[src/include/asc_pkg.sv]
// Constants, types and register map of the converter sequencer control.
// Assumes an APB master with 32-bit data and one clock domain.
//
// Contract
// - Start requests are honoured only while converter_enable (bit 0) is 1.
// - Clearing enable aborts conversion and clears done, busy, overrun and start.
// - irq_enable (bit 2) lets end of cycle raise the interrupt.
// - Channel field codes 0000..0111 pick inputs 0..7; top bit set reserved.
// - Scan and repeat fields ignore writes while start is already 1.
// - Scan field 00 is single channel, 01 is four-channel scan.
// - Repeat 0 stops after one cycle; repeat 1 repeats the cycle.
// - Single mode clears start at cycle end; repeat mode leaves it set.
// - Divider codes 000..101 divide system clock by 1..32; 110, 111 reserved.
// - Delay codes 000..110 give 1..64 converter clocks before sampling.
// - Results fill slots 0 to 3 in order; valid once done is set.
// - Each result is an 8-bit unsigned linear value, 00 to ff.
// - Reading any result slot withdraws the pending interrupt.
// - Mode, channel and start are accepted together from one write.
// - Reset clears every non-reserved bit of the three control registers.
// - Each conversion takes ten converter clocks after the sampling delay.
// - Done sets when results are stored; any result read clears it.
// - Storing over an unread slot overwrites it and sets sticky overrun.
// - Pointer loads 11 on start rise, increments per stored result.
package asc_pkg;
    localparam logic [11:0] ASC_OFF_STATUS = 12'h000;
    localparam logic [11:0] ASC_OFF_ENABLE = 12'h004;
    localparam logic [11:0] ASC_OFF_MODE = 12'h008;
    localparam logic [11:0] ASC_OFF_TIMING = 12'h00c;
    localparam logic [11:0] ASC_OFF_SLOT0 = 12'h010;
    localparam logic [11:0] ASC_OFF_SLOT3 = 12'h01c;
    localparam int ASC_BIT_EN = 0;
    localparam int ASC_BIT_IE = 2;
    localparam int ASC_BIT_START = 7;
    localparam int ASC_BIT_OVF = 2;
    localparam logic [7:0] ASC_MASK_ENABLE = 8'h05;
    localparam logic [7:0] ASC_MASK_TIMING = 8'h3f;
    localparam logic [1:0] ASC_PTR_INIT = 2'h3;
    localparam logic [1:0] ASC_SCAN_FOUR = 2'h1;
    localparam logic [3:0] ASC_CONV_CYCLES = 4'ha;
    localparam logic [2:0] ASC_DIV_MAX = 3'h5;
    localparam logic [2:0] ASC_DLY_MAX = 3'h6;

    typedef enum logic [1:0] {ASC_IDLE, ASC_SAMPLE, ASC_CONVERT} asc_state_e;

    typedef struct packed {
        logic [11:0] paddr;
        logic psel;
        logic penable;
        logic pwrite;
        logic [31:0] pwdata;
    } asc_apb_req_s;

    typedef struct packed {
        logic [31:0] prdata;
        logic pready;
        logic pslverr;
    } asc_apb_rsp_s;

    typedef struct packed {
        logic [2:0] channel;
        logic sample;
    } asc_ana_req_s;
endpackage : asc_pkg

[src/core/asc_top.sv]
// Converter sequencer control: APB registers, divider, sequencer, result slots.
// Assumes the analog core delivers a result byte when told to sample, held stable.
`timescale 1ns/1ps
module asc_top (
    input wire logic CORE_CLK, // 250 MHz system clock
    input wire logic RST, // Synchronous reset, high
    input wire asc_pkg::asc_apb_req_s APB_REQ, // APB request
    output asc_pkg::asc_apb_rsp_s APB_RSP, // APB response
    input wire logic [7:0] ANA_RESULT, // Result from analog core
    output asc_pkg::asc_ana_req_s ANA_REQ, // Channel select and sample
    output logic IRQ // Interrupt request, high
);
    import asc_pkg::*;

    typedef struct packed {
        logic en;
        logic ie;
        logic start;
        logic [1:0] scan;
        logic rep;
        logic [3:0] chan;
        logic [5:0] timing;
        logic done;
        logic busy;
        logic ovf;
        logic [1:0] ptr;
        logic [3:0] full;
        logic [3:0][7:0] slot;
        asc_state_e st;
        logic [4:0] div_cnt;
        logic [6:0] tcnt;
        logic [1:0] step;
        logic stop_req;
        logic irq;
        asc_apb_rsp_s rsp;
        asc_ana_req_s ana;
    } asc_state_s;

    asc_state_s s_r;
    asc_state_s s_nxt;

    function automatic logic [6:0] pow2(input logic [2:0] code);
        pow2 = 7'h01 << code;
    endfunction : pow2

    // Power of two with reserved codes clamped to the largest legal one
    function automatic logic [6:0] code_span(input logic [2:0] code, input logic [2:0] top);
        code_span = pow2((code > top) ? top : code);
    endfunction : code_span

    // ----------------------------------------------------------------
    // Next state
    // ----------------------------------------------------------------
    logic acc;
    logic wr;
    logic rd;
    logic tick;
    logic [7:0] wb;
    logic [2:0] cur_ch;
    logic [1:0] wptr;
    logic slot_rd;
    logic new_start;
    logic store_ev;

    always_comb begin
        s_nxt = s_r;
        acc = APB_REQ.psel && APB_REQ.penable && !s_r.rsp.pready;
        wr = acc && APB_REQ.pwrite;
        rd = acc && !APB_REQ.pwrite;
        wb = APB_REQ.pwdata[7:0];
        slot_rd = rd && APB_REQ.paddr >= ASC_OFF_SLOT0 && APB_REQ.paddr <= ASC_OFF_SLOT3
            && APB_REQ.paddr[1:0] == 2'h0;
        new_start = 1'b0;
        store_ev = 1'b0;
        wptr = s_r.ptr + 2'h1;
        cur_ch = s_r.chan[2:0] + ((s_r.scan == ASC_SCAN_FOUR) ? {1'b0, s_r.step} : 3'h0);
        s_nxt.rsp.pready = acc;
        s_nxt.rsp.pslverr = 1'b0;
        s_nxt.rsp.prdata = 32'h0;
        // Converter clock enable pulse
        tick = s_r.div_cnt == 5'(code_span(s_r.timing[2:0], ASC_DIV_MAX) - 7'h1);
        s_nxt.div_cnt = tick ? 5'h0 : s_r.div_cnt + 5'h1;
        s_nxt.ana.sample = 1'b0;
        // Register reads
        if (rd) begin
            case (APB_REQ.paddr)
                ASC_OFF_STATUS: s_nxt.rsp.prdata = {24'h0, 2'h0, s_r.ptr, 1'b0, s_r.ovf,
                    s_r.busy, s_r.done};
                ASC_OFF_ENABLE: s_nxt.rsp.prdata = {24'h0, 5'h0, s_r.ie, 1'b0, s_r.en};
                ASC_OFF_MODE: s_nxt.rsp.prdata = {24'h0, s_r.start, s_r.scan, s_r.rep, s_r.chan};
                ASC_OFF_TIMING: s_nxt.rsp.prdata = {24'h0, 2'h0, s_r.timing};
                default: begin
                    if (slot_rd) begin
                        s_nxt.rsp.prdata = {24'h0, s_r.slot[APB_REQ.paddr[3:2]]};
                    end else begin
                        s_nxt.rsp.pslverr = 1'b1;
                    end
                end
            endcase
        end
        if (slot_rd) begin
            s_nxt.done = 1'b0;
            s_nxt.irq = 1'b0;
            s_nxt.full[APB_REQ.paddr[3:2]] = 1'b0;
        end
        // Register writes
        if (wr) begin
            case (APB_REQ.paddr)
                ASC_OFF_STATUS: if (wb[ASC_BIT_OVF]) s_nxt.ovf = 1'b0;
                ASC_OFF_ENABLE: begin
                    s_nxt.en = wb[ASC_BIT_EN];
                    s_nxt.ie = wb[ASC_BIT_IE];
                end
                ASC_OFF_MODE: begin
                    if (!s_r.start) begin
                        s_nxt.scan = wb[6:5];
                        s_nxt.rep = wb[4];
                    end
                    s_nxt.chan = wb[3:0];
                    if (wb[ASC_BIT_START] && !s_r.start && s_r.en) begin
                        new_start = 1'b1;
                    end
                    s_nxt.start = wb[ASC_BIT_START] && s_r.en;
                    if (!wb[ASC_BIT_START] && s_r.start) s_nxt.stop_req = 1'b1;
                end
                ASC_OFF_TIMING: s_nxt.timing = wb[5:0] & ASC_MASK_TIMING[5:0];
                default: s_nxt.rsp.pslverr = 1'b1;
            endcase
        end
        // ------------------------------------------------------------
        // Sequencer
        // ------------------------------------------------------------
        case (s_r.st)
            ASC_IDLE: begin
                s_nxt.busy = 1'b0;
                if (new_start) begin
                    s_nxt.ptr = ASC_PTR_INIT;
                    s_nxt.step = 2'h0;
                    s_nxt.stop_req = 1'b0;
                    s_nxt.tcnt = 7'h0;
                    s_nxt.st = ASC_SAMPLE;
                    s_nxt.busy = 1'b1;
                end
            end
            ASC_SAMPLE: begin
                s_nxt.ana.channel = cur_ch;
                if (tick) begin
                    if (s_r.tcnt == code_span(s_r.timing[5:3], ASC_DLY_MAX) - 7'h1) begin
                        s_nxt.tcnt = 7'h0;
                        s_nxt.ana.sample = 1'b1;
                        s_nxt.st = ASC_CONVERT;
                    end else begin
                        s_nxt.tcnt = s_r.tcnt + 7'h1;
                    end
                end
            end
            ASC_CONVERT: begin
                if (tick) begin
                    if (s_r.tcnt == 7'(ASC_CONV_CYCLES - 4'h1)) begin
                        s_nxt.slot[wptr] = ANA_RESULT;
                        store_ev = 1'b1;
                        s_nxt.ptr = wptr;
                        s_nxt.full[wptr] = 1'b1;
                        if (s_r.full[wptr]) s_nxt.ovf = 1'b1;
                        s_nxt.tcnt = 7'h0;
                        s_nxt.step = s_r.step + 2'h1;
                        s_nxt.st = ASC_SAMPLE;
                        if ((s_r.scan != ASC_SCAN_FOUR && (!s_r.rep || s_r.stop_req))
                            || s_r.step == 2'h3) begin
                            s_nxt.done = 1'b1;
                            if (s_r.ie) s_nxt.irq = 1'b1;
                            if (!s_r.rep || s_r.stop_req || !s_nxt.start) begin
                                s_nxt.st = ASC_IDLE;
                                s_nxt.busy = 1'b0;
                                s_nxt.start = 1'b0;
                                s_nxt.stop_req = 1'b0;
                            end
                        end
                    end else begin
                        s_nxt.tcnt = s_r.tcnt + 7'h1;
                    end
                end
            end
            default: s_nxt.st = ASC_IDLE;
        endcase
        // Abort on disable
        if (!s_nxt.en) begin
            s_nxt.st = ASC_IDLE;
            s_nxt.done = 1'b0;
            s_nxt.busy = 1'b0;
            s_nxt.ovf = 1'b0;
            s_nxt.start = 1'b0;
            s_nxt.irq = 1'b0;
            s_nxt.stop_req = 1'b0;
        end
    end

    // ----------------------------------------------------------------
    // State register
    // ----------------------------------------------------------------
    always_ff @(posedge CORE_CLK) begin
        if (RST) begin
            s_r <= '0;
            s_r.ptr <= ASC_PTR_INIT;
        end else begin
            s_r <= s_nxt;
        end
    end

    assign APB_RSP = s_r.rsp;
    assign ANA_REQ = s_r.ana;
    assign IRQ = s_r.irq;
endmodule : asc_top

[config.mk]
export PLATFORM = sky130hd
export DESIGN_NAME = asc_top
export DESIGN_NICKNAME = d
export VERILOG_FILES = /design/src/include/asc_pkg.sv /design/src/core/asc_top.sv
export SDC_FILE = /design/constraint.sdc
export NUM_CORES = 1
export LEC_CHECK = 0
export ABC_AREA = 1
export BUFFER_PORTS_ARGS = -buffer_cell sky130_fd_sc_hd__clkbuf_2
export CORE_UTILIZATION = 60
export CTS_CLUSTER_SIZE = 8
export DETAILED_ROUTE_END_ITERATION = 6
export MAX_ROUTING_LAYER = met4
export PLACE_DENSITY = 0.93
export RECOVER_POWER = 25
export SLEW_MARGIN = 15
export SYNTH_ARGS = -nofsm -noshare
export SYNTH_HDL_FRONTEND = slang
export SYNTH_SLANG_ARGS = --single-unit
[constraint.sdc]
create_clock -name CORE_CLK -period 4 [get_ports CORE_CLK]
set_clock_uncertainty 0.05 [all_clocks]
set_input_delay 0.2 -clock CORE_CLK [delete_from_list [all_inputs] [get_ports CORE_CLK]]
set_output_delay 0.2 -clock CORE_CLK [all_outputs]
set_load 0.005 [all_outputs]
==> metrics, run 1 <==
Syn Std Cell Area=between 4000 and 5000 sq um; Crit Path Class=reg -> reg; layout cells sized above 1=13.5%; area occupied by multi-input gates=2360 sq um; register area=around 1800 sq um; CTS tree=done; drt wl/cell=14.4 microns; row cnt=32; hold_ws=0.0752 ns; ant diodes=0; Startpoint Class=flip-flop; most common flop cell mapped by yosys=dfxtp_1; Final setup viols=0; worst hold-check path type=in -> reg; die area=roughly 8400 sq um; DRC violations left=0; sequential fraction of the synthesis area=36.8%; Setup TNS=0 ns; Initial DRC Count=400; Relative slew margins=~57%; distinct cell type count of the synthesized netlist=46; total track usage=29.3%; Worst VDD drop=0.000156 V; Post-synth EDFFs=0; initial antenna violation count=0; Hold Buf Count CTS=0; Starting Density=slightly above 60%; mean post-synth cell area=between 7 and 8 sq um; post-cts sizing count=0; RSZ-0062 raised after global routing=no; Root Buffer=clkbuf_8; Final Hold Vio Count=0; Lkg Pwr=2.15 nW; Clock transition at path regs=0.10 ns; core box area=slightly below 8000 sq um; asr flop ratio synth=0%; Clock Tree Buf Depth=2; Tcrit/Tclk final=62.9%; Worst Path Max Fanout=17; first-pass GRT wire length=19,300 microns; vias in the first global route=between 4,000 and 5,000; CP Capture Type=flip-flop; Routed WL=11,600 microns; Max Fclk=about 400 MHz; NumNets Final=770; Fillers=621; grt total ovfl=0; die height=91.8 microns; fin crit period=2.51 ns; H-tree levels=3; Syn Inst Count=around 670; GP Congestion=approximately 0.95; Worst Path Required=4.21 ns; Vias/cell=5.72; TritonCTS Buffers=9; Slew @ Worst Pin=0.638 ns; Area Growth Syn to Fin=5.61%; Yosys reg bits=between 80 and 90; Ys Warns=0; Setup Buffers After CTS=0; antenna viol nets, final=0; largest net degree at the start of global routing=31; Critical Path AT=2.72 ns; Die Width=91.8 microns; status=complete, no violations; clk sinks=slightly below 90; max_cap viols=0; PwrDens=316 nW/um^2; via count=4,597; max-slew violation count=0; IO Count=96; hpwl dp=8380 microns; first drt pass iteration count=6; number of port buffers=47; worst-skew pair later-pin latency=~0.37 ns
## metal layers
metal,track usage (%),wire length [microns],up-vias
li1,-,-,2183
met5,-,0,-
met1,35.0,4630,2086
met2,48.3,5560,277
met3,3.73,1000,51
met4,15.4,414,0
## power by group
group	internal, mW	leakage [nW]	total, mW	switching, mW
clock	0.303	0.108	0.656	0.352
sequential	0.886	0.717	0.886	0.000313
combinational	0.0216	1.33	0.0744	0.0528
total	1.21	2.15	1.62	0.406
## stage by stage
step	util, %	total power, mW	setup WS [ns]	instances	cell area [sq um]
after CTS	65.9	1.61	1.52	804	5120
after global placement	63.3	0.975	1.66	788	4910
after detailed placement	63.3	0.978	1.57	788	4910
after floorplan	-	0.964	1.84	692	4920
final	65.8	1.62	1.49	804	5110
after global routing	65.8	1.67	1.30	804	5110
## cells in the mapped netlist (all sizes together), types with 2 or more instances
master   count  area share, %
a21oi       77            8.3
a31oi        2           0.26
buf         47            7.3
clkbuf       7           0.54
clkinv       2           0.16
dfxtp       89             37
ha          15            3.9
inv        102            7.9
nand2      106            9.3
nand3       34            3.9
nand4        8            1.3
nor2        61            5.6
nor3         6           0.85
o2111ai      2           0.36
o21ai       74            7.7
o22ai       16            2.1
xnor2        2           0.36
xor2         6            1.1
## critical path, stage by stage (launching register included)
cell     delay, ns
dfxtp_1       0.36
inv_2         0.13
nand3_1       0.12
ha_1          0.30
nand2_1       0.07
inv_1         0.04
nor2_1        0.08
nand2_1       0.11
nor2_4        0.17
nand4_4       0.18
nor2_8        0.26
nand2_4       0.19
o21ai_0       0.26
a21oi_1       0.08
## logic make-up after synthesis
family                     share of synthesized area [%]
adders and majority gates                           4.29
buffers and inverters                               15.9
other                                             0.0775
xor gates and xnor gates                            1.45
and+or+nand+nor                                     21.6
AOI/OAI and AO/OA                                   19.8
DFF                                                 36.8
## layout by cell type, fill, tap and decap left out, drive strengths merged
cell type / synthesis / routed
nor3b: 1 / 1
a21oi: 77 / 77
buf: 47 / 1
nand2: 106 / 106
clkinv: 2 / 3
or2: 1 / 1
dfxtp: 89 / 89
o21a: 1 / 1
a211oi: 1 / 1
a31oi: 2 / 2
o21ai: 74 / 74
o32ai: 1 / 1
ha: 15 / 15
xnor2: 2 / 2
o211ai: 1 / 1
nor2: 61 / 61
nor4: 1 / 1
nand4: 8 / 8
o21bai: 1 / 1
conb: 1 / 24
xor2: 6 / 6
nor3: 6 / 6
o221ai: 1 / 1
bufinv: 0 / 1
clkbuf: 7 / 56
o22ai: 16 / 16
fa: 1 / 1
o2111ai: 2 / 2
nand3b: 1 / 1
inv: 102 / 107
o31ai: 1 / 1
nand3: 34 / 34
## path summary, 6_finish.rpt
kind                       from         to  slack, ns  depth (start not counted)
setup / recovery        s_r[99]  flip-flop       1.49                         13
hold / removal    ANA_RESULT[0]  flip-flop       0.08                          3
setup reg to reg        s_r[99]  flip-flop       1.49                         13
hold reg to reg       flip-flop  flip-flop       0.41                          2
## final cells by class
type,count,share of cell area (%)
multi-input combinational,445,46.3
sequential,89,34.9
timing repair buffer,48,4.63
inverter,104,7.64
clock buffer,9,2.42
clock inverter,7,1.64
tap,102,2.50
(Power assumes the default switching activity.)
==> run 2, diff against run 1 <==
- CORE_UTILIZATION: 60 -> 55
- PLACE_DENSITY: 0.93 -> 0.87
- clock period: 4 -> 2.48 ns (I/O delays scaled with it)
==> metrics, run 2 (synthesized netlist as in run 1, its figures left out) <==
Max Fclk=427 MHz (+7.4%); PwrDens=476 nW/um^2 (+51%); Lkg Pwr=2.13 nW (-1.2%); Sw Share=26.3% (+1.2 points); worst-skew pair later-pin latency=0.37 ns (about the same); Non-Filler Instances=818 (+1.7%); worst hold-check path type=in -> reg; internal power=1.85 mW (+53%); Initial DRC Count=361 (-9.8%); total track usage=26.9% (-2.4 points); grt total ovfl=0 (unchanged); most frequent cells in the layout=94 x inv_1, 91 x nand2_1, 88 x dfxtp_1; number of cells on the critical path=14 (+1); core box area=8380 sq um (+7.9%); crit path cell chain=nor2_2 -> nand2_1 -> ha_1 -> nand2_1 -> inv_1 -> nor2_2 -> nand2_2 -> nor2_4 -> nand4_4 -> nor2_8 -> buf_6 -> buf_4 -> nand3_1 -> a21oi_1; Tcrit/Tclk final=94.4% (+32 points); Comb power frac=5.0% (+0.4 points); CTS tree=done; hold path start=APB_REQ[34]; DR top layer=met4; sequential power share=57.1% (+2.3 points); NumNets Final=781 (+1.4%); H-tree levels=3 (unchanged); via count=4,457 (-3.0%); R2R Path Start=s_r[98]; Clock Tree Buf Depth=2 (unchanged); Final setup viols=0 (unchanged); hold_ws=-0.00513 ns (-0.0803 ns); status=complete, but fails checks; TritonCTS Buffers=9 (unchanged); Final Hold Vio Count=1 (+1); Critical Path AT=2.58 ns (-0.14 ns); Area Growth Syn to Fin=8.77%; CP Capture Type=flip-flop; Routed WL=11,400 microns (-1.4%); switching power=0.658 mW (+62%); CP Buf/Inv Count=3 (+1); drt wl/cell=14.0 microns (-3.0%); Worst Path Required=2.72 ns (-1.49 ns); Die Width=95.8 microns (+4.3%); Crit. Startpoint=s_r[98]; Worst VDD drop=0.000318 V (+100%); failing checks=hold timing; clock network fraction of total power=37.9% (-2.7 points); Hold Path Depth=3 (unchanged); r2r worst-path depth=14 (+1); dpl ws=0.0256 ns (-1.54 ns); first-pass GRT wire length=18,400 microns (-4.6%); crit path max-delay cell type=dfxtp_2; vias in the first global route=4,037 (-7.3%); Root Buffer=clkbuf_8; Crit Path Class=reg -> reg; Starting Density=57.7% (-4.6 points); DRC violations left=0 (unchanged); CP max stage delay=0.36 ns (about the same); commonest non-fill, non-tap cell in the layout=inv_1; Worst Path Max Fanout=4 (-13); first drt pass iteration count=6 (unchanged); Startpoint Class=flip-flop; die area=9170 sq um (+8.9%); final design utilization=62.8% (-3.0 points); Vias/cell=5.45 (-4.7%); fin crit period=2.34 ns (-0.173 ns); antenna viol nets, final=0 (unchanged); largest net degree at the start of global routing=48 (+55%); cell count after placement=794 (+0.76%); die height=95.8 microns (+4.3%); post-layout worst setup margin=0.138 ns (-1.35 ns); row cnt=33 (+3.1%); crit-path leading delay family=simple AND/OR/NAND/NOR gates; Slew @ Worst Pin=0.619 ns (-0.0184 ns); Relative slew margins=58.6% (+1.2 points); max_cap viols=0 (unchanged); number of port buffers=47 (unchanged); DR WL met2=5460 microns (-1.7%); max-slew violation count=0 (unchanged); ant diodes=0 (unchanged); WL met3=620 microns (-38%); hpwl dp=8300 microns (-0.96%); initial antenna violation count=0 (unchanged); clk sinks=89 (unchanged); GP Congestion=0.944 (-0.61%); IO Count=96 (unchanged); Clock transition at path regs=0.10 ns (about the same); layout cells sized above 1=15.6% (+2.0 points); met1 wire length=5090 microns (+9.8%)
-- run 2: cell count changes in the layout (fill, tap and decap cells not counted), sizes merged --
| cell | delta |
|---|---|
| clkinvlp | +2 |
| inv | -1 |
| nor2 | +1 |
| buf | +8 |
| clkbuf | +1 |
| bufinv | -1 |
| dlygate4sd3 | +1 |
-- run 2: cell type report --
class / count / area [sq um]
multi-input combinational: 446 / 2460
clock inverter: 7 / 57.6
fill: 720 / 3120
inverter: 104 / 390
clock buffer: 9 / 124
timing repair buffer: 58 / 318
tap: 105 / 131
sequential: 89 / 1780
-- run 2: power by group through the flow --
stage / clock network [mW] / registers (mW) / logic, mW
2_1_floorplan: 0 / 1.46 / 0.0916
3_3_place_gp: 0 / 1.46 / 0.113
3_5_place_dp: 0 / 1.46 / 0.117
4_1_cts: 0.950 / 1.43 / 0.119
5_1_grt: 1.00 / 1.43 / 0.143
6_report: 0.950 / 1.43 / 0.126
-- run 2: layer usage --
layer | GRT usage (%) | vias to the layer above
li1 | - | 2197
met1 | 33.1 | 2052
met2 | 45.0 | 177
met3 | 2.69 | 31
met4 | 11.1 | 0
met5 | - | -
-- run 2: worst register-to-register path: stages, from the launching register on --
cell and delay, ns:
dfxtp_2 0.36, nor2_2 0.14, nand2_1 0.10, ha_1 0.32, nand2_1 0.07, inv_1 0.04, nor2_2 0.09, nand2_2 0.09
nor2_4 0.15, nand4_4 0.16, nor2_8 0.20, buf_6 0.15, buf_4 0.12, nand3_1 0.06, a21oi_1 0.16
-- run 2: path summary, 6_finish.rpt --
kind	to	slack, ns
setup / recovery	flip-flop	0.14
hold / removal	APB_RSP[1]	-0.005
setup reg to reg	flip-flop	0.14
hold reg to reg	flip-flop	0.41
-- run 2: repair_timing --
item | CTS | global route
hold buffers | 1 | 0
resized for setup | 0 | 37
endpoints found under the setup margin | 0 | 44
endpoints found under the hold margin | 1 | 0
buffers inserted | 0 | 6
-- run 2: metrics by stage --
step | setup TNS, ns | total power [mW] | area (sq um)
after CTS | 0 | 2.50 | 5130
after detailed placement | 0 | 1.58 | 4940
after global placement | 0 | 1.58 | 4940
final | 0 | 2.51 | 5260
after global routing | -0.0123 | 2.58 | 5260
after floorplan | 0 | 1.55 | 4920
